## config.mk

```make
export PLATFORM = sky130hd
export DESIGN_NAME = stl_lane
export DESIGN_NICKNAME = d
export VERILOG_FILES = /design/src/core/stl_pkg.sv /design/src/core/stl_lane.sv
export SDC_FILE = /design/constraint.sdc
export NUM_CORES = 1
export LEC_CHECK = 0
export ABC_AREA = 1
export BUFFER_PORTS_ARGS = -buffer_cell sky130_fd_sc_hd__buf_2
export CORE_ASPECT_RATIO = 0.9
export CORE_UTILIZATION = 30
export DETAILED_ROUTE_END_ITERATION = 8
export SYNTH_ARGS = -nofsm -noshare
export SYNTH_HDL_FRONTEND = slang
export SYNTH_SLANG_ARGS = --single-unit
```

## constraint.sdc

```tcl
create_clock -name ref_clk -period 4.3 [get_ports ref_clk]
set_clock_uncertainty 0.05 [all_clocks]
set_input_delay 0.645 -clock ref_clk [delete_from_list [all_inputs] [get_ports ref_clk]]
set_output_delay 0.645 -clock ref_clk [all_outputs]
set_load 0.05 [all_outputs]
```

## src/core/stl_pkg.sv

```systemverilog
package stl_pkg;

  // Register byte addresses (one aligned 32-bit word each)
  localparam logic [4:0] ADDR_CTRL     = 5'h00;
  localparam logic [4:0] ADDR_EMPH     = 5'h04;
  localparam logic [4:0] ADDR_POWER    = 5'h08;
  localparam logic [4:0] ADDR_BSCAN    = 5'h0C;
  localparam logic [4:0] ADDR_STATUS   = 5'h10;
  localparam logic [4:0] ADDR_INT_STAT = 5'h14;
  localparam logic [4:0] ADDR_INT_MASK = 5'h18;

  // Field positions
  localparam int REFSEL_LSB  = 0;
  localparam int LANE_OFF_B  = 0;
  localparam int GROUP_LSB   = 1;
  localparam int BS_EN_B     = 0;
  localparam int BS_VAL_B    = 1;
  localparam int ST_NOREF_B  = 0;
  localparam int ST_LOL_B    = 1;
  localparam int ST_LOLHI_B  = 2;
  localparam int ST_LOLLO_B  = 3;
  localparam int ST_BYPASS_B = 4;
  localparam int ST_DOWN_B   = 5;

  // Reset values
  localparam logic [1:0] REFSEL_RST = 2'h1;
  localparam logic [3:0] EMPH_RST   = 4'h0;

  // Reference ratio codes and divide factors
  localparam logic [1:0] REFSEL_DIV8  = 2'h0;
  localparam logic [1:0] REFSEL_DIV16 = 2'h1;
  localparam logic [1:0] REFSEL_DIV32 = 2'h2;
  localparam logic [5:0] DIV_8        = 6'h08;
  localparam logic [5:0] DIV_16       = 6'h10;
  localparam logic [5:0] DIV_32       = 6'h20;

  // Serialiser and detector figures
  localparam logic [2:0] BYTE_LAST   = 3'h7;
  localparam logic [2:0] BYTE_HALF   = 3'h4;
  localparam logic [2:0] NOREF_LIMIT = 3'h4;
  localparam logic [3:0] WIN_LAST    = 4'hF;
  localparam logic [5:0] WIN_EDGES   = 6'h10;
  localparam logic [5:0] LOCK_TOL    = 6'h02;

  // Lanes in the full device; each group size step halves the powered set
  localparam int LANE_TOTAL = 136;

  // Interrupt bit positions
  localparam int IRQ_NOREF = 0;
  localparam int IRQ_LOLHI = 1;
  localparam int IRQ_LOLLO = 2;
  localparam int IRQ_W     = 3;

  // Decoded driver settings
  typedef struct packed {
    logic [1:0] drive;    // 0 nominal, 1 mid, 2 high
    logic       emph_on;  // Pre-emphasis active
    logic [1:0] decay;    // 1 short, 2 long, 3 medium
    logic [1:0] level;    // 0 low .. 3 extra high
  } stl_drv_t;

endpackage : stl_pkg

```

## src/core/stl_lane.sv

```systemverilog
// Implementation choices: the placing of the registers and the Avalon-MM slave port.
`timescale 1ns/10ps

// Notes on behaviour
// - Take 8-bit words, multiply clock, serialise
// - Return byte-rate clock to core FIFO
// - Two-bit select: ratio 8, 16, 32
// - Faster divided clock high flag, slower low
// - Lock-loss equals OR of both flags
// - No reference toggle in four cycles: noref
// - Noref readable at general status bit zero
// - Byte-rate bus becomes one serial stream
// - Byte clock is bit clock over eight
// - Capture word on byte clock rising edge
// - Master reset asynchronously clears clock divider
// - Bypass high: bypass pin is bit clock
// - Four-bit code: drive bit over emphasis
// - Decode drive, decay and emphasis per table
// - Lane and lane-group power-down controls
// - Boundary scan forces the output pad
module stl_lane #(
  parameter int LANE_IDX = 0  // Position of this lane within the chip
) (
  // Clock and reset
  input  wire logic        ref_clk,
  input  wire logic        sys_rst,
  // Avalon-MM slave
  input  wire logic [4:0]  avs_address,
  input  wire logic        avs_read,
  input  wire logic        avs_write,
  input  wire logic [31:0] avs_writedata,
  output logic      [31:0] avs_readdata,
  output logic             avs_waitrequest,
  // Core side
  input  wire logic [7:0]  tx_word,
  output logic             byte_clk_o,
  // Pins from outside the clock domain
  input  wire logic        tx_refclk_i,
  input  wire logic        bypass_clk_i,
  input  wire logic        pll_bypass_i,
  // Serial lane and driver controls
  output logic             tx_ser_o,
  output stl_pkg::stl_drv_t drv_o,
  output logic             lane_down_o,
  // Lock status and interrupt
  output logic             lolhi_o,
  output logic             lollo_o,
  output logic             lol_o,
  output logic             noref_o,
  output logic             irq_o
);

  // Complete state of the lane
  typedef struct packed {
    logic                  ack;      // Bus answer phase
    logic [31:0]           rdata;    // Read data
    logic [1:0]            refsel;   // Reference ratio select
    logic [3:0]            emph;     // Drive and emphasis code
    logic                  lane_off; // Own power-off
    logic [1:0]            group;    // Lane-group size
    logic                  bs_en;    // Pad force enable
    logic                  bs_val;   // Pad force value
    logic [stl_pkg::IRQ_W-1:0] ist;  // Sticky events
    logic [stl_pkg::IRQ_W-1:0] imsk; // Event mask
    logic [2:0]            ref_s;    // Reference synchroniser and history
    logic [2:0]            byp_s;    // Bypass clock synchroniser and history
    logic [1:0]            pb_s;     // Bypass select synchroniser
    logic [2:0]            div;      // Bit-to-byte divider
    logic [7:0]            shreg;    // Serialiser
    logic                  ser;      // Registered pad value
    logic [5:0]            dcnt;     // Feedback divider
    logic [3:0]            win;      // Lock window counter
    logic [5:0]            refcnt;   // Reference edges in window
    logic                  lolhi;
    logic                  lollo;
    logic [2:0]            nrcnt;    // Divided cycles since reference toggle
    logic                  noref;
    stl_pkg::stl_drv_t     drv;      // Decoded driver settings
  } stl_state_t;

  stl_state_t st_r;
  stl_state_t st_nxt;

  // Divide factor for the reference ratio
  function automatic logic [5:0] ratio_of(input logic [1:0] sel);
    if (sel == stl_pkg::REFSEL_DIV8) begin
      ratio_of = stl_pkg::DIV_8;
    end else if (sel == stl_pkg::REFSEL_DIV32) begin
      ratio_of = stl_pkg::DIV_32;
    end else begin
      ratio_of = stl_pkg::DIV_16;  // Code 3 falls back to the usual ratio
    end
  endfunction : ratio_of

  // Drive and emphasis table
  function automatic stl_pkg::stl_drv_t emph_decode(input logic [3:0] code);
    stl_pkg::stl_drv_t d;
    d = '0;
    if (code[3:2] == 2'h0) begin
      d.drive = (code[1:0] == 2'h3) ? 2'h2 : code[1:0];  // Codes 2 and 3 both high
    end else begin
      d.emph_on = 1'b1;
      d.decay   = code[3:2];
      d.level   = code[1:0];
    end
    emph_decode = d;
  endfunction : emph_decode

  // Lane sits in a powered-down set for the chosen group size
  function automatic logic group_down(input logic [1:0] g);
    if (g == 2'h0) begin
      group_down = 1'b0;
    end else begin
      group_down = (LANE_IDX >= (stl_pkg::LANE_TOTAL >> g));
    end
  endfunction : group_down

  // Combinational helpers
  logic       req;
  logic       down;
  logic       bypass;
  logic       bit_tick;
  logic       byte_tick;
  logic       dtick;
  logic       ref_tog;
  logic       ref_rise;
  logic [stl_pkg::IRQ_W-1:0] ev;
  logic       wr_ok;
  logic       rd_ok;

  // Next-state logic for the whole lane
  always_comb begin
    st_nxt   = st_r;
    req      = avs_read | avs_write;
    rd_ok    = avs_read & ~st_r.ack;
    wr_ok    = avs_write & st_r.ack;
    down     = st_r.lane_off | group_down(st_r.group);
    bypass   = st_r.pb_s[1];
    ref_tog  = st_r.ref_s[1] ^ st_r.ref_s[2];
    ref_rise = st_r.ref_s[1] & ~st_r.ref_s[2];
    ev       = '0;

    // Pin synchronisers, second stage feeds all logic
    st_nxt.ref_s = {st_r.ref_s[1:0], tx_refclk_i};
    st_nxt.byp_s = {st_r.byp_s[1:0], bypass_clk_i};
    st_nxt.pb_s  = {st_r.pb_s[0], pll_bypass_i};

    // Bit clock: multiplied clock, or bypass pin edges in test mode
    if (down) begin
      bit_tick = 1'b0;
    end else if (bypass) begin
      bit_tick = st_r.byp_s[1] & ~st_r.byp_s[2];
    end else begin
      bit_tick = 1'b1;
    end
    byte_tick = bit_tick & (st_r.div == stl_pkg::BYTE_LAST);

    // Divide by eight, load word on byte clock rise, shift MSB first
    if (bit_tick) begin
      st_nxt.div = st_r.div + 3'h1;
      if (byte_tick) begin
        st_nxt.shreg = tx_word;
      end else begin
        st_nxt.shreg = {st_r.shreg[6:0], 1'b0};
      end
    end

    // Pad value, overridable by boundary scan
    if (st_r.bs_en) begin
      st_nxt.ser = st_r.bs_val;
    end else if (down) begin
      st_nxt.ser = 1'b0;
    end else if (bit_tick) begin
      st_nxt.ser = st_r.shreg[7];
    end

    // Feedback divider at the selected ratio
    dtick = 1'b0;
    if (bit_tick) begin
      if (st_r.dcnt >= ratio_of(st_r.refsel) - 6'h1) begin
        st_nxt.dcnt = '0;
        dtick       = 1'b1;
      end else begin
        st_nxt.dcnt = st_r.dcnt + 6'h1;
      end
    end

    // Loss of reference watchdog
    if (ref_tog) begin
      st_nxt.nrcnt = '0;
      st_nxt.noref = 1'b0;
    end else if (dtick && st_r.nrcnt != stl_pkg::NOREF_LIMIT) begin
      st_nxt.nrcnt = st_r.nrcnt + 3'h1;
      if (st_r.nrcnt == stl_pkg::NOREF_LIMIT - 3'h1) begin
        st_nxt.noref = 1'b1;
      end
    end

    // Frequency compare over a window of divided cycles
    if (ref_rise && st_r.refcnt != 6'h3F) begin
      st_nxt.refcnt = st_r.refcnt + 6'h1;
    end
    if (dtick) begin
      st_nxt.win = st_r.win + 4'h1;
      if (st_r.win == stl_pkg::WIN_LAST) begin
        // Fewer reference edges means the divided clock runs fast
        st_nxt.lolhi  = st_r.refcnt < stl_pkg::WIN_EDGES - stl_pkg::LOCK_TOL;
        st_nxt.lollo  = st_r.refcnt > stl_pkg::WIN_EDGES + stl_pkg::LOCK_TOL;
        st_nxt.refcnt = {5'h0, ref_rise};  // In-tolerance window clears both
      end
    end

    // Driver decode, registered
    st_nxt.drv = emph_decode(st_r.emph);

    // Bus answer one cycle after the request appears
    st_nxt.ack = req & ~st_r.ack;
    if (rd_ok) begin
      st_nxt.rdata = '0;
      if (avs_address == stl_pkg::ADDR_CTRL) begin
        st_nxt.rdata[stl_pkg::REFSEL_LSB +: 2] = st_r.refsel;
      end else if (avs_address == stl_pkg::ADDR_EMPH) begin
        st_nxt.rdata[3:0] = st_r.emph;
      end else if (avs_address == stl_pkg::ADDR_POWER) begin
        st_nxt.rdata[stl_pkg::LANE_OFF_B] = st_r.lane_off;
        st_nxt.rdata[stl_pkg::GROUP_LSB +: 2] = st_r.group;
      end else if (avs_address == stl_pkg::ADDR_BSCAN) begin
        st_nxt.rdata[stl_pkg::BS_EN_B]  = st_r.bs_en;
        st_nxt.rdata[stl_pkg::BS_VAL_B] = st_r.bs_val;
      end else if (avs_address == stl_pkg::ADDR_STATUS) begin
        st_nxt.rdata[stl_pkg::ST_NOREF_B]  = st_r.noref;
        st_nxt.rdata[stl_pkg::ST_LOL_B]    = st_r.lolhi | st_r.lollo;
        st_nxt.rdata[stl_pkg::ST_LOLHI_B]  = st_r.lolhi;
        st_nxt.rdata[stl_pkg::ST_LOLLO_B]  = st_r.lollo;
        st_nxt.rdata[stl_pkg::ST_BYPASS_B] = bypass;
        st_nxt.rdata[stl_pkg::ST_DOWN_B]   = down;
      end else if (avs_address == stl_pkg::ADDR_INT_STAT) begin
        st_nxt.rdata[stl_pkg::IRQ_W-1:0] = st_r.ist;
      end else if (avs_address == stl_pkg::ADDR_INT_MASK) begin
        st_nxt.rdata[stl_pkg::IRQ_W-1:0] = st_r.imsk;
      end
    end

    // Register writes land on the answering edge
    if (wr_ok) begin
      if (avs_address == stl_pkg::ADDR_CTRL) begin
        st_nxt.refsel = avs_writedata[stl_pkg::REFSEL_LSB +: 2];
      end else if (avs_address == stl_pkg::ADDR_EMPH) begin
        st_nxt.emph = avs_writedata[3:0];
      end else if (avs_address == stl_pkg::ADDR_POWER) begin
        st_nxt.lane_off = avs_writedata[stl_pkg::LANE_OFF_B];
        st_nxt.group    = avs_writedata[stl_pkg::GROUP_LSB +: 2];
      end else if (avs_address == stl_pkg::ADDR_BSCAN) begin
        st_nxt.bs_en  = avs_writedata[stl_pkg::BS_EN_B];
        st_nxt.bs_val = avs_writedata[stl_pkg::BS_VAL_B];
      end else if (avs_address == stl_pkg::ADDR_INT_STAT) begin
        st_nxt.ist = st_r.ist & ~avs_writedata[stl_pkg::IRQ_W-1:0];
      end else if (avs_address == stl_pkg::ADDR_INT_MASK) begin
        st_nxt.imsk = avs_writedata[stl_pkg::IRQ_W-1:0];
      end
    end

    // Events set after the clear so a same-cycle event is kept
    ev[stl_pkg::IRQ_NOREF] = st_nxt.noref & ~st_r.noref;
    ev[stl_pkg::IRQ_LOLHI] = st_nxt.lolhi & ~st_r.lolhi;
    ev[stl_pkg::IRQ_LOLLO] = st_nxt.lollo & ~st_r.lollo;
    st_nxt.ist = st_nxt.ist | ev;
  end

  // State register; master reset also fixes the divider phase
  always_ff @(posedge ref_clk or posedge sys_rst) begin
    if (sys_rst) begin
      st_r        <= '0;
      st_r.refsel <= stl_pkg::REFSEL_RST;
      st_r.emph   <= stl_pkg::EMPH_RST;
    end else begin
      st_r <= st_nxt;
    end
  end

  // Outputs from state; waitrequest also takes the bus strobes
  assign avs_waitrequest = req & ~st_r.ack;
  assign avs_readdata    = st_r.rdata;
  assign byte_clk_o      = (st_r.div < stl_pkg::BYTE_HALF);
  assign tx_ser_o        = st_r.ser;
  assign drv_o           = st_r.drv;
  assign lane_down_o     = down;
  assign lolhi_o         = st_r.lolhi;
  assign lollo_o         = st_r.lollo;
  assign lol_o           = st_r.lolhi | st_r.lollo;
  assign noref_o         = st_r.noref;
  assign irq_o           = |(st_r.ist & st_r.imsk);

  logic run_free;
  assign run_free = ~down & ~bypass;
endmodule : stl_lane

```

==> flow_metrics.py, run 1 <==
metrics = {
    "critical_path": {
        "endpoint_kind": "register",
        "worst-r2r-setup-slack_ns": 2.36,
        "required_ns": 4.51,
        "path_max_fanout": 11,
        "startpoint": "st_r[64]$_DFFE_PP1P_",
        "worst_ep_arrival_time_ns": 2.15,
        "r2r-start": "st_r[64]$_DFFE_PP1P_",
        "start_kind": "register",
        "crit_end": "st_r[54]$_DFF_PP0_",
        "crit_type": "register to register",
        "r2r_cells": 10,
        "r2r_end": "st_r[54]$_DFF_PP0_",
    },
    "clock_network": {
        "cts-hold-fix-buffers": 0,
        "cts_setup_buffers": 0,
        "cts_tree": "yes",
        "clock-root-buffer": "clkbuf_16",
        "cts.sinks": 73,
        "clk_latency_ns": 0.34,
        "path_clk_slew_ns": 0.05,
        "h-tree-depth": 3,
        "numCtsBuffers": 9,
        "cts_resized": 0,
        "clk_path_buf_depth": 2,
    },
    "flow_run": {
        "drv_cap": 0,
    },
    "run_status": {
        "outcome": "completed",
    },
    "min_path": {
        "min_path_type": "register to register",
        "min_path_cells": 0,
    },
    "pwr": {
        "power.leakage_nw": 2.159,
        "switching_power_mw": 0.7919,
        "irDropWorstVdd_mv": 0.1918,
        "p_clk_frac": 0.343,
        "p_sw_frac": 0.3410,
        "pwr-share-seq": 0.407,
        "power_density_mw_per_mm2": 548.5,
        "power_mw": 2.322,
        "internal-power_mw": 1.531,
        "combinationalPowerShare": 0.250,
    },
    "logic_synthesis": {
        "syn_area_sq_mm": 0.003730,
        "synth_ff_type": "dfrtp_1",
        "ys_seq_elements": 73,
        "async_reset_ff_frac": 1.000,
        "synth_edf_count": 0,
        "seq_area_frac_synth": 0.4901,
        "syn_inst": 442,
        "yosysWarnings": 0,
        "syn_area_per_cell_sq_um": 8.439,
        "synth_cell_type_count": 32,
    },
    "routing": {
        "initialDrtViolationCount": 165,
        "routed_wl_um": 7154,
        "viasPerCell": 4.332,
        "drc_errors": 0,
        "firstDrtPassIters": 4,
        "vias": 2777,
        "wl_per_cell_um": 11.16,
        "ant_nets": 0,
    },
    "finish": {
        "final_cell_mix": "nand2_1 (112), dfrtp_1 (72), inv_1 (47), o21ai_0 (46), buf_2 (45)",
        "final_common_cell": "nand2_1",
        "nFillCells": 1264,
        "areaGrowthSynthToFinish_pct": 13.52,
        "antenna_cells": 0,
        "fin_area_sq_mm": 0.004234,
        "drive_above_1_share": 0.1601,
        "nets": 540,
    },
    "grt": {
        "grt_max_degree": 44,
        "busiest_layer": "met2",
        "grt_usage": 0.1209,
        "grt_pass1_wl_um": 12150,
        "grt_pass1_vias": 2641,
        "grt.overflow.total": 0,
        "globalRouteMet2Util": 0.1969,
        "grtUsageMet3": 0.04237,
        "grt_antenna_before_repair": 0,
        "use_met1": 0.1466,
    },
    "floorplanning": {
        "start_util": 0.3088,
        "die_h_um": 107.8,
        "ios": 100,
        "placeableCoreArea_sq_mm": 0.01208,
        "die_w_um": 119.5,
        "rows": 38,
        "die_area_sq_mm": 0.01288,
    },
    "timing": {
        "hold_viol_final": 0,
        "relSlewSlack": 0.4112,
        "min_period_ns": 1.941,
        "period_share": 0.4514,
        "maxClockFrequency_mhz": 515.2,
        "rsz0062_at_grt": "no",
        "tightest_slew_ns": 0.8819,
        "finalSetupViolations": 0,
        "tns_ns": 0,
        "maxSlewViolCount": 0,
    },
    "place": {
        "place_area_sq_mm": 0.003914,
        "portBuffers": 45,
        "dp_hpwl_um": 5281,
        "place.gp.congestion": 0.7970,
    },
}
per-stage QoR:
step,worst slack (ns),hold slack (ns),utilization,instances
after floorplan,1.753,0.2812,-,467
after global placement,2.263,0.2856,0.3241,625
after detailed placement,2.243,0.2887,0.3241,625
after CTS,2.344,0.3016,0.3506,641
after global routing,2.209,0.3158,0.3506,641
final,2.359,0.3012,0.3506,641
how the worst min path moves through the flow:
stage / end / slack [ns] / start
CTS: st_nxt[48]$_DFF_PP0_ / 0.30 / st_nxt[47]$_DFF_PP0_
floorplan: bypass$_DFF_PP0_ / 0.28 / st_nxt[42]$_DFF_PP0_
global placement: st_nxt[48]$_DFF_PP0_ / 0.29 / st_nxt[47]$_DFF_PP0_
detailed placement: st_nxt[48]$_DFF_PP0_ / 0.29 / st_nxt[47]$_DFF_PP0_
global route: st_nxt[48]$_DFF_PP0_ / 0.32 / st_nxt[47]$_DFF_PP0_
finish: st_nxt[48]$_DFF_PP0_ / 0.30 / st_nxt[47]$_DFF_PP0_
power by group through the flow:
stage	registers (mW)	clock network, mW	logic [mW]
finish	0.946	0.796	0.580
global route	0.966	0.847	0.663
floorplan	0.944	0	0.496
global placement	0.949	0	0.564
detailed placement	0.956	0	0.583
CTS	0.944	0.821	0.586
synthesized netlist by cell type (3+ instances only):
| cell type | instances | area share |
|---|---|---|
| o21ai_0 | 46 | 0.062 |
| clkbuf_1 | 5 | 0.0050 |
| xor2_1 | 5 | 0.012 |
| inv_1 | 48 | 0.048 |
| dfrtp_1 | 72 | 0.48 |
| buf_4 | 41 | 0.083 |
| a21oi_1 | 5 | 0.0067 |
| nor2_2 | 4 | 0.0067 |
| o21ai_1 | 3 | 0.0040 |
| nand2_4 | 3 | 0.0091 |
| nand3_1 | 14 | 0.019 |
| nand2_1 | 112 | 0.11 |
| ha_1 | 12 | 0.040 |
| nor3_1 | 3 | 0.0040 |
| xnor2_1 | 5 | 0.012 |
| nor2_1 | 34 | 0.034 |
| nand4_1 | 9 | 0.015 |
cell type report:
class,count,area (sq um),share of cell area
multi-input combinational,295,1461,0.3452
clock buffer,10,229.0,0.05408
tap,160,200.2,0.04728
timing repair buffer,46,232.7,0.05496
clock inverter,6,91.34,0.02157
sequential,73,1828,0.4317
inverter,51,191.4,0.04521
critical path, cell delays in order (launching register included):
cell     delay [ns]
dfstp_2        0.54
nor2_1         0.05
ha_1           0.27
nand2_1        0.05
nor2_1         0.10
nand2_1        0.09
nand2_4        0.11
nand2_4        0.08
nor2_4         0.27
nand2_1        0.13
o21ai_1        0.12
per-layer routing:
layer	routed length, um	vias to the layer above
met5	0	-
met4	112	0
met3	403	12
met2	3294	62
met1	3343	1303
li1	-	1400
state kept, by name (all words and copies together) (netlist names):
| signal | cells |
|---|---|
| avs_readdata | 6 |
| bypass | 1 |
| drv_o | 7 |
| lolhi_o | 1 |
| lollo_o | 1 |
| noref_o | 1 |
| st_nxt | 5 |
| st_r | 50 |
| tx_ser_o | 1 |
cells by family after synthesis:
family                   count (synthesis)  share of synthesized area
AO/OA/AOI/OAI                           60                    0.08453
XOR/XNOR                                10                    0.02348
adder cells (fa/ha/maj)                 12                    0.04025
buffers and inverters                   99                     0.1432
flip-flops                              73                     0.4901
other                                    2                   0.002013
AND/OR/NAND/NOR                        186                     0.2164
Power figures use the tool's default switching activity.
==> run 2, diff against run 1 <==
==> constraint.sdc (replaced) <==
create_clock -name ref_clk -period 1.9 [get_ports ref_clk]
set_clock_uncertainty 0.05 [all_clocks]
set_input_delay 0.285 -clock ref_clk [delete_from_list [all_inputs] [get_ports ref_clk]]
set_output_delay 0.285 -clock ref_clk [all_outputs]
set_load 0.05 [all_outputs]
==> run 2 against run 1 <==
  * Sequential power grew 130%
  * Wire length increased by 4.5%
  * Critical path depth rose by 2
  * Clock power is 96% higher
  * Sequential share of layout area shrank 1.3 points
  * Maximum frequency increased by 4.5%
  * Cell count increased by 1.9%
  * Worst setup slack got worse by 2.3 ns
  * First-iteration DRC count is 19% lower
  * Die area unchanged
  * Global-route usage grew 0.27 points
  * Cell area grew 3.1%
==> flow_metrics.py, run 2 (same netlist as run 1, synthesis figures left out) <==
metrics = {
    "run_status": {
        "outcome": "completed",
    },
    "critical_path": {
        "slowest_stage": "dfstp_2",
        "start_kind": "register",
        "cp_cell_sequence": "inv_2 > nand2_2 > ha_1 > nand2_1 > inv_2 > a21oi_4 > nand2_4 > nand2_4 > nor2_4 > buf_4 > nand2_1 > o21ai_0",
        "path_max_fanout": 4,
        "worst_ep_arrival_time_ns": 2.02,
        "required_ns": 2.06,
        "critical_path.max_stage_delay_ns": 0.56,
        "endpoint_kind": "register",
        "critPathBufInv": 3,
        "crit_cells": 12,
        "crit_type": "register to register",
        "cp_top_family": "flip-flops",
        "r2r_cells": 12,
    },
    "routing": {
        "drc_errors": 0,
        "routed_wl_um": 7477,
        "wl_per_cell_um": 11.45,
        "firstDrtPassIters": 4,
        "vias": 2833,
        "viasPerCell": 4.338,
        "initialDrtViolationCount": 134,
        "ant_nets": 0,
    },
    "place": {
        "place.gp.congestion": 0.7752,
        "portBuffers": 45,
        "dp_hpwl_um": 5420,
        "place_area_sq_mm": 0.004003,
        "dpl.cell_count": 633,
    },
    "floorplanning": {
        "rows": 38,
        "die_h_um": 107.8,
        "die_area_sq_mm": 0.01288,
        "start_util": 0.3088,
        "ios": 100,
        "die_w_um": 119.5,
        "placeableCoreArea_sq_mm": 0.01208,
    },
    "grt": {
        "grt_pass1_vias": 2712,
        "grt.overflow.total": 0,
        "grt_antenna_before_repair": 0,
        "grt_pass1_wl_um": 12470,
        "grt_max_degree": 35,
        "grt_usage": 0.1236,
    },
    "timing": {
        "tightest_slew_ns": 0.5486,
        "maxClockFrequency_mhz": 538.3,
        "hold_viol_final": 0,
        "maxSlewViolCount": 0,
        "rsz0062_at_grt": "yes",
        "period_share": 0.9777,
        "hold_ws_ns": 0.01278,
        "tns_ns": 0,
        "relSlewSlack": 0.6335,
        "min_period_ns": 1.858,
        "finalSetupViolations": 0,
    },
    "finish": {
        "finalNonFillerCells": 653,
        "finish.utilization": 0.3614,
        "nFillCells": 1251,
        "areaGrowthSynthToFinish_pct": 17.01,
        "largest_reg_flops": 50,
        "final_cell_mix": "nand2_1 (111), dfrtp_1 (71), inv_1 (45), buf_2 (45), o21ai_0 (43)",
        "drive_above_1_share": 0.2028,
        "antenna_cells": 0,
        "fin_area_sq_mm": 0.004364,
        "regMostFlops": "st_r",
        "nets": 552,
        "final_common_cell": "nand2_1",
    },
    "clock_network": {
        "clock-root-buffer": "clkbuf_16",
        "cts_tree": "yes",
        "clk_path_buf_depth": 2,
        "cts.sinks": 73,
        "numCtsBuffers": 9,
        "path_clk_slew_ns": 0.06,
        "clk_latency_ns": 0.33,
        "h-tree-depth": 3,
    },
    "flow_run": {
        "drv_cap": 0,
    },
    "pwr": {
        "power_density_mw_per_mm2": 1184,
        "irDropWorstVdd_mv": 0.3748,
        "power.leakage_nw": 2.219,
    },
    "min_path": {
        "min_path_cells": 1,
        "min_path_type": "input pin to register",
    },
}
run 2: cell count changes in the layout (fill, tap and decap cells not counted), sizes merged:
cell / previous run / this run
buf: 46 / 57
bufinv: 2 / 0
clkinv: 1 / 5
clkinvlp: 3 / 2
inv: 51 / 50
dlygate4sd3: 0 / 1
run 2: path summary, 6_finish.rpt:
kind | slack, ns | from | end
worst min-delay path | 0.01 | tx_refclk_i | st_nxt[47]$_DFF_PP0_
worst max-delay path | 0.04 | st_r[64]$_DFFE_PP1P_ | st_r[13]$_DFF_PP0_
max in group asynchronous | 0.73 | sys_rst | st_r[49]$_DFFE_PP0P_
worst max register to register | 0.04 | st_r[64]$_DFFE_PP1P_ | st_r[13]$_DFF_PP0_
min in group asynchronous | 0.50 | sys_rst | avs_readdata[0]$_DFFE_PP0P_
worst min register to register | 0.30 | st_nxt[47]$_DFF_PP0_ | st_nxt[48]$_DFF_PP0_
run 2: cell type report:
cell class,instances,area (sq um),share of cell area
clock buffer,10,229.0,0.05247
clock inverter,6,43.79,0.01003
inverter,51,195.2,0.04472
multi-input combinational,295,1513,0.3466
sequential,73,1829,0.4191
tap,160,200.2,0.04587
timing repair buffer,58,354.1,0.08114
run 2: per-stage QoR:
| step | total power [mW] | setup WS [ns] |
|---|---|---|
| 2_1_floorplan | 3.260 | 0.1523 |
| 3_3_place_gp | 3.451 | 0.04868 |
| 3_5_place_dp | 3.518 | -0.01211 |
| 4_1_cts | 5.113 | 0.03177 |
| 5_1_grt | 5.519 | -0.06891 |
| 6_report | 5.166 | 0.04242 |
run 2: power breakdown:
part / leakage (nW) / internal (mW) / total (mW) / switching, mW
Clock: 0.133 / 0.888 / 1.56 / 0.672
Sequential: 0.921 / 1.89 / 2.14 / 0.251
Combinational: 1.17 / 0.515 / 1.46 / 0.950
Total: 2.22 / 3.29 / 5.17 / 1.87
run 2: layer usage:
metal,track usage,up-vias,part of all wire
met1,0.1492,1327,0.46
met4,0.04107,0,0.018
met3,0.03814,13,0.046
met2,0.2089,62,0.48
met5,0,-,0
li1,-,1431,-
run 2: worst register-to-register path, delay by kind of cell (launching register included):
family / cells / cell delay, ns
flops: 1 / 0.56
compound gates: 2 / 0.23
fa+ha+maj: 1 / 0.22
simple gates: 6 / 0.43
buf+inv: 3 / 0.24
run 2: timing repair:
item / 4_1_cts / 5_1_grt
resized for setup: 1 / 19
cloned: 0 / 0
buffers inserted: 0 / 3
endpoints found under the hold margin: 20 / 0
pin swaps: 0 / 13
endpoints found under the setup margin: 6 / 18
hold buffers: 1 / 0
==> run 3, diff against run 2 <==
--- a/config.mk
+++ b/config.mk
@@ -10,6 +10,7 @@
 export CORE_ASPECT_RATIO = 0.9
 export CORE_UTILIZATION = 30
 export DETAILED_ROUTE_END_ITERATION = 8
+export PLACE_DENSITY_LB_ADDON = 0.15
 export SYNTH_ARGS = -nofsm -noshare
 export SYNTH_HDL_FRONTEND = slang
 export SYNTH_SLANG_ARGS = --single-unit
==> run 3 against run 2 <==
  * Cell count up 0.92%
  * Maximum frequency down 2.0%
  * Critical endpoint is now st_r[16]$_DFF_PP0_
  * Clock power about the same
  * Sequential power about the same
  * Clock-buffer cell count up 2
  * Cell area up 2.8%
  * Via count down 2.1%
  * Critical path type unchanged
  * Global-route usage grew 0.27 points
  * Largest cell class unchanged
  * Wire length is 0.48% higher
==> flow_metrics.py, run 3 (same netlist as run 1, synthesis figures left out) <==
metrics = {
    "clock_network": {
        "path_clk_slew_ns": 0.06,
        "h-tree-depth": 3,
        "numCtsBuffers": 9,
        "clk_latency_ns": 0.33,
        "clock-root-buffer": "clkbuf_16",
        "clk_path_buf_depth": 2,
        "cts.sinks": 73,
        "cts_tree": "yes",
    },
    "critical_path": {
        "worst_ep_arrival_time_ns": 2.06,
        "required_ns": 2.07,
        "startpoint": "st_r[64]$_DFFE_PP1P_",
        "start_kind": "register",
        "r2r-start": "st_r[64]$_DFFE_PP1P_",
        "crit_type": "register to register",
        "endpoint_kind": "register",
        "path_max_fanout": 5,
    },
    "timing": {
        "finalSetupViolations": 0,
        "hold_viol_final": 0,
        "rsz0062_at_grt": "yes",
        "min_period_ns": 1.895,
        "tns_ns": 0,
        "period_share": 0.9974,
        "tightest_slew_ns": 0.5639,
        "hold_ws_ns": 0.01249,
        "maxClockFrequency_mhz": 527.7,
        "relSlewSlack": 0.6233,
        "maxSlewViolCount": 0,
    },
    "floorplanning": {
        "die_area_sq_mm": 0.01288,
        "placeableCoreArea_sq_mm": 0.01208,
        "ios": 100,
        "rows": 38,
        "die_h_um": 107.8,
        "start_util": 0.3088,
        "die_w_um": 119.5,
    },
    "finish": {
        "areaGrowthSynthToFinish_pct": 20.33,
        "nets": 558,
        "fin_area_sq_mm": 0.004488,
        "final_cell_mix": "nand2_1 (108), dfrtp_1 (72), inv_1 (45), o21ai_0 (45), buf_2 (45)",
        "nFillCells": 1281,
        "largest_reg_flops": 50,
        "regMostFlops": "st_r",
        "final_common_cell": "nand2_1",
        "drive_above_1_share": 0.2144,
        "finish.utilization": 0.3716,
        "antenna_cells": 0,
    },
    "grt": {
        "grt_pass1_vias": 2765,
        "grt_max_degree": 29,
        "grt_pass1_wl_um": 12720,
        "grt.overflow.total": 0,
        "grt_usage": 0.1263,
        "grt_antenna_before_repair": 0,
    },
    "routing": {
        "ant_nets": 0,
        "drc_errors": 0,
        "viasPerCell": 4.208,
        "firstDrtPassIters": 4,
        "initialDrtViolationCount": 104,
        "routed_wl_um": 7513,
        "wl_per_cell_um": 11.40,
        "vias": 2773,
    },
    "run_status": {
        "outcome": "completed",
    },
    "flow_run": {
        "drv_cap": 0,
    },
    "place": {
        "portBuffers": 45,
        "place_area_sq_mm": 0.004038,
        "dp_hpwl_um": 5476,
        "place.gp.congestion": 0.7554,
    },
    "min_path": {
        "min_path_type": "input pin to register",
        "min_from": "pll_bypass_i",
    },
    "pwr": {
        "irDropWorstVdd_mv": 0.4472,
        "power_density_mw_per_mm2": 1168,
        "power.leakage_nw": 2.273,
        "power_mw": 5.241,
    },
}
==> run 3: cell count changes in the layout (fill, tap and decap cells not counted), moves of 2 or more <==
cell	previous run	this run
nand2_4	3	5
nand2_1	111	108
o21ai_2	0	2
clkbuf_8	0	2
dlygate4sd3_1	1	3
o21ai_1	6	2
o21ai_0	43	45
clkinv_4	2	0
==> run 3: cell type report <==
type                       count  area (sq um)  share of cell area
clock buffer                  12         256.5             0.05715
clock inverter                 4         26.28            0.005854
timing repair buffer          64         437.9             0.09757
sequential                    73          1828              0.4073
inverter                      51         195.2             0.04349
tap                          160         200.2             0.04461
multi-input combinational    295          1544              0.3440
==> run 3: stage by stage <==
step / instances / worst slack (ns)
final: 659 / 0.004915
after global routing: 659 / -0.07310
after CTS: 655 / 0.02717
after detailed placement: 636 / -0.007865
after global placement: 636 / 0.03681
after floorplan: 467 / 0.1523
==> run 3: final timing paths <==
check	end	slack, ns	cells past startpoint
hold / removal	st_nxt[42]$_DFF_PP0_	0.01	1
setup reg to reg	st_r[16]$_DFF_PP0_	0.005	13
setup / recovery	st_r[16]$_DFF_PP0_	0.005	13
max in group asynchronous	st_r[64]$_DFFE_PP1P_	0.72	4
min in group asynchronous	bypass$_DFF_PP0_	0.51	3
hold reg to reg	st_nxt[48]$_DFF_PP0_	0.30	0
==> run 3: worst max-delay path, cell delays in order (launching register included) <==
cell and delay (ns):
dfstp_2 0.55, inv_2 0.04, nand2_2 0.07, ha_4 0.14, nand2_4 0.05, buf_6 0.12
nor2_4 0.10, nand2_2 0.07, nand2_4 0.08, nand2_4 0.07, nor2_4 0.15, buf_6 0.12
clkbuf_16 0.14, nor2_2 0.04
==> run 3: what timing repair did <==
item | 4_1_cts | 5_1_grt
setup buffers | 0 | 3
hold endpoints to repair | 24 | 0
cloned | 0 | 1
hold buffers | 3 | 0
resized for setup | 1 | 23
setup endpoints to repair | 1 | 13
pin swaps | 0 | 9
==> run 3: report_power, final <==
part / switching (mW) / internal (mW) / leakage [nW]
registers: 0.247 / 1.89 / 0.922
clock network: 0.638 / 0.955 / 0.139
logic: 0.960 / 0.553 / 1.21
total: 1.84 / 3.40 / 2.27
==> run 3: layer usage <==
layer  vias up  routed length (um)  GRT usage
met4         0                 121    0.04821
met1      1281                3549     0.1528
li1       1432                   -          -
met5         -                   0          0
met3         9                 321    0.03549
met2        51                3521     0.2126
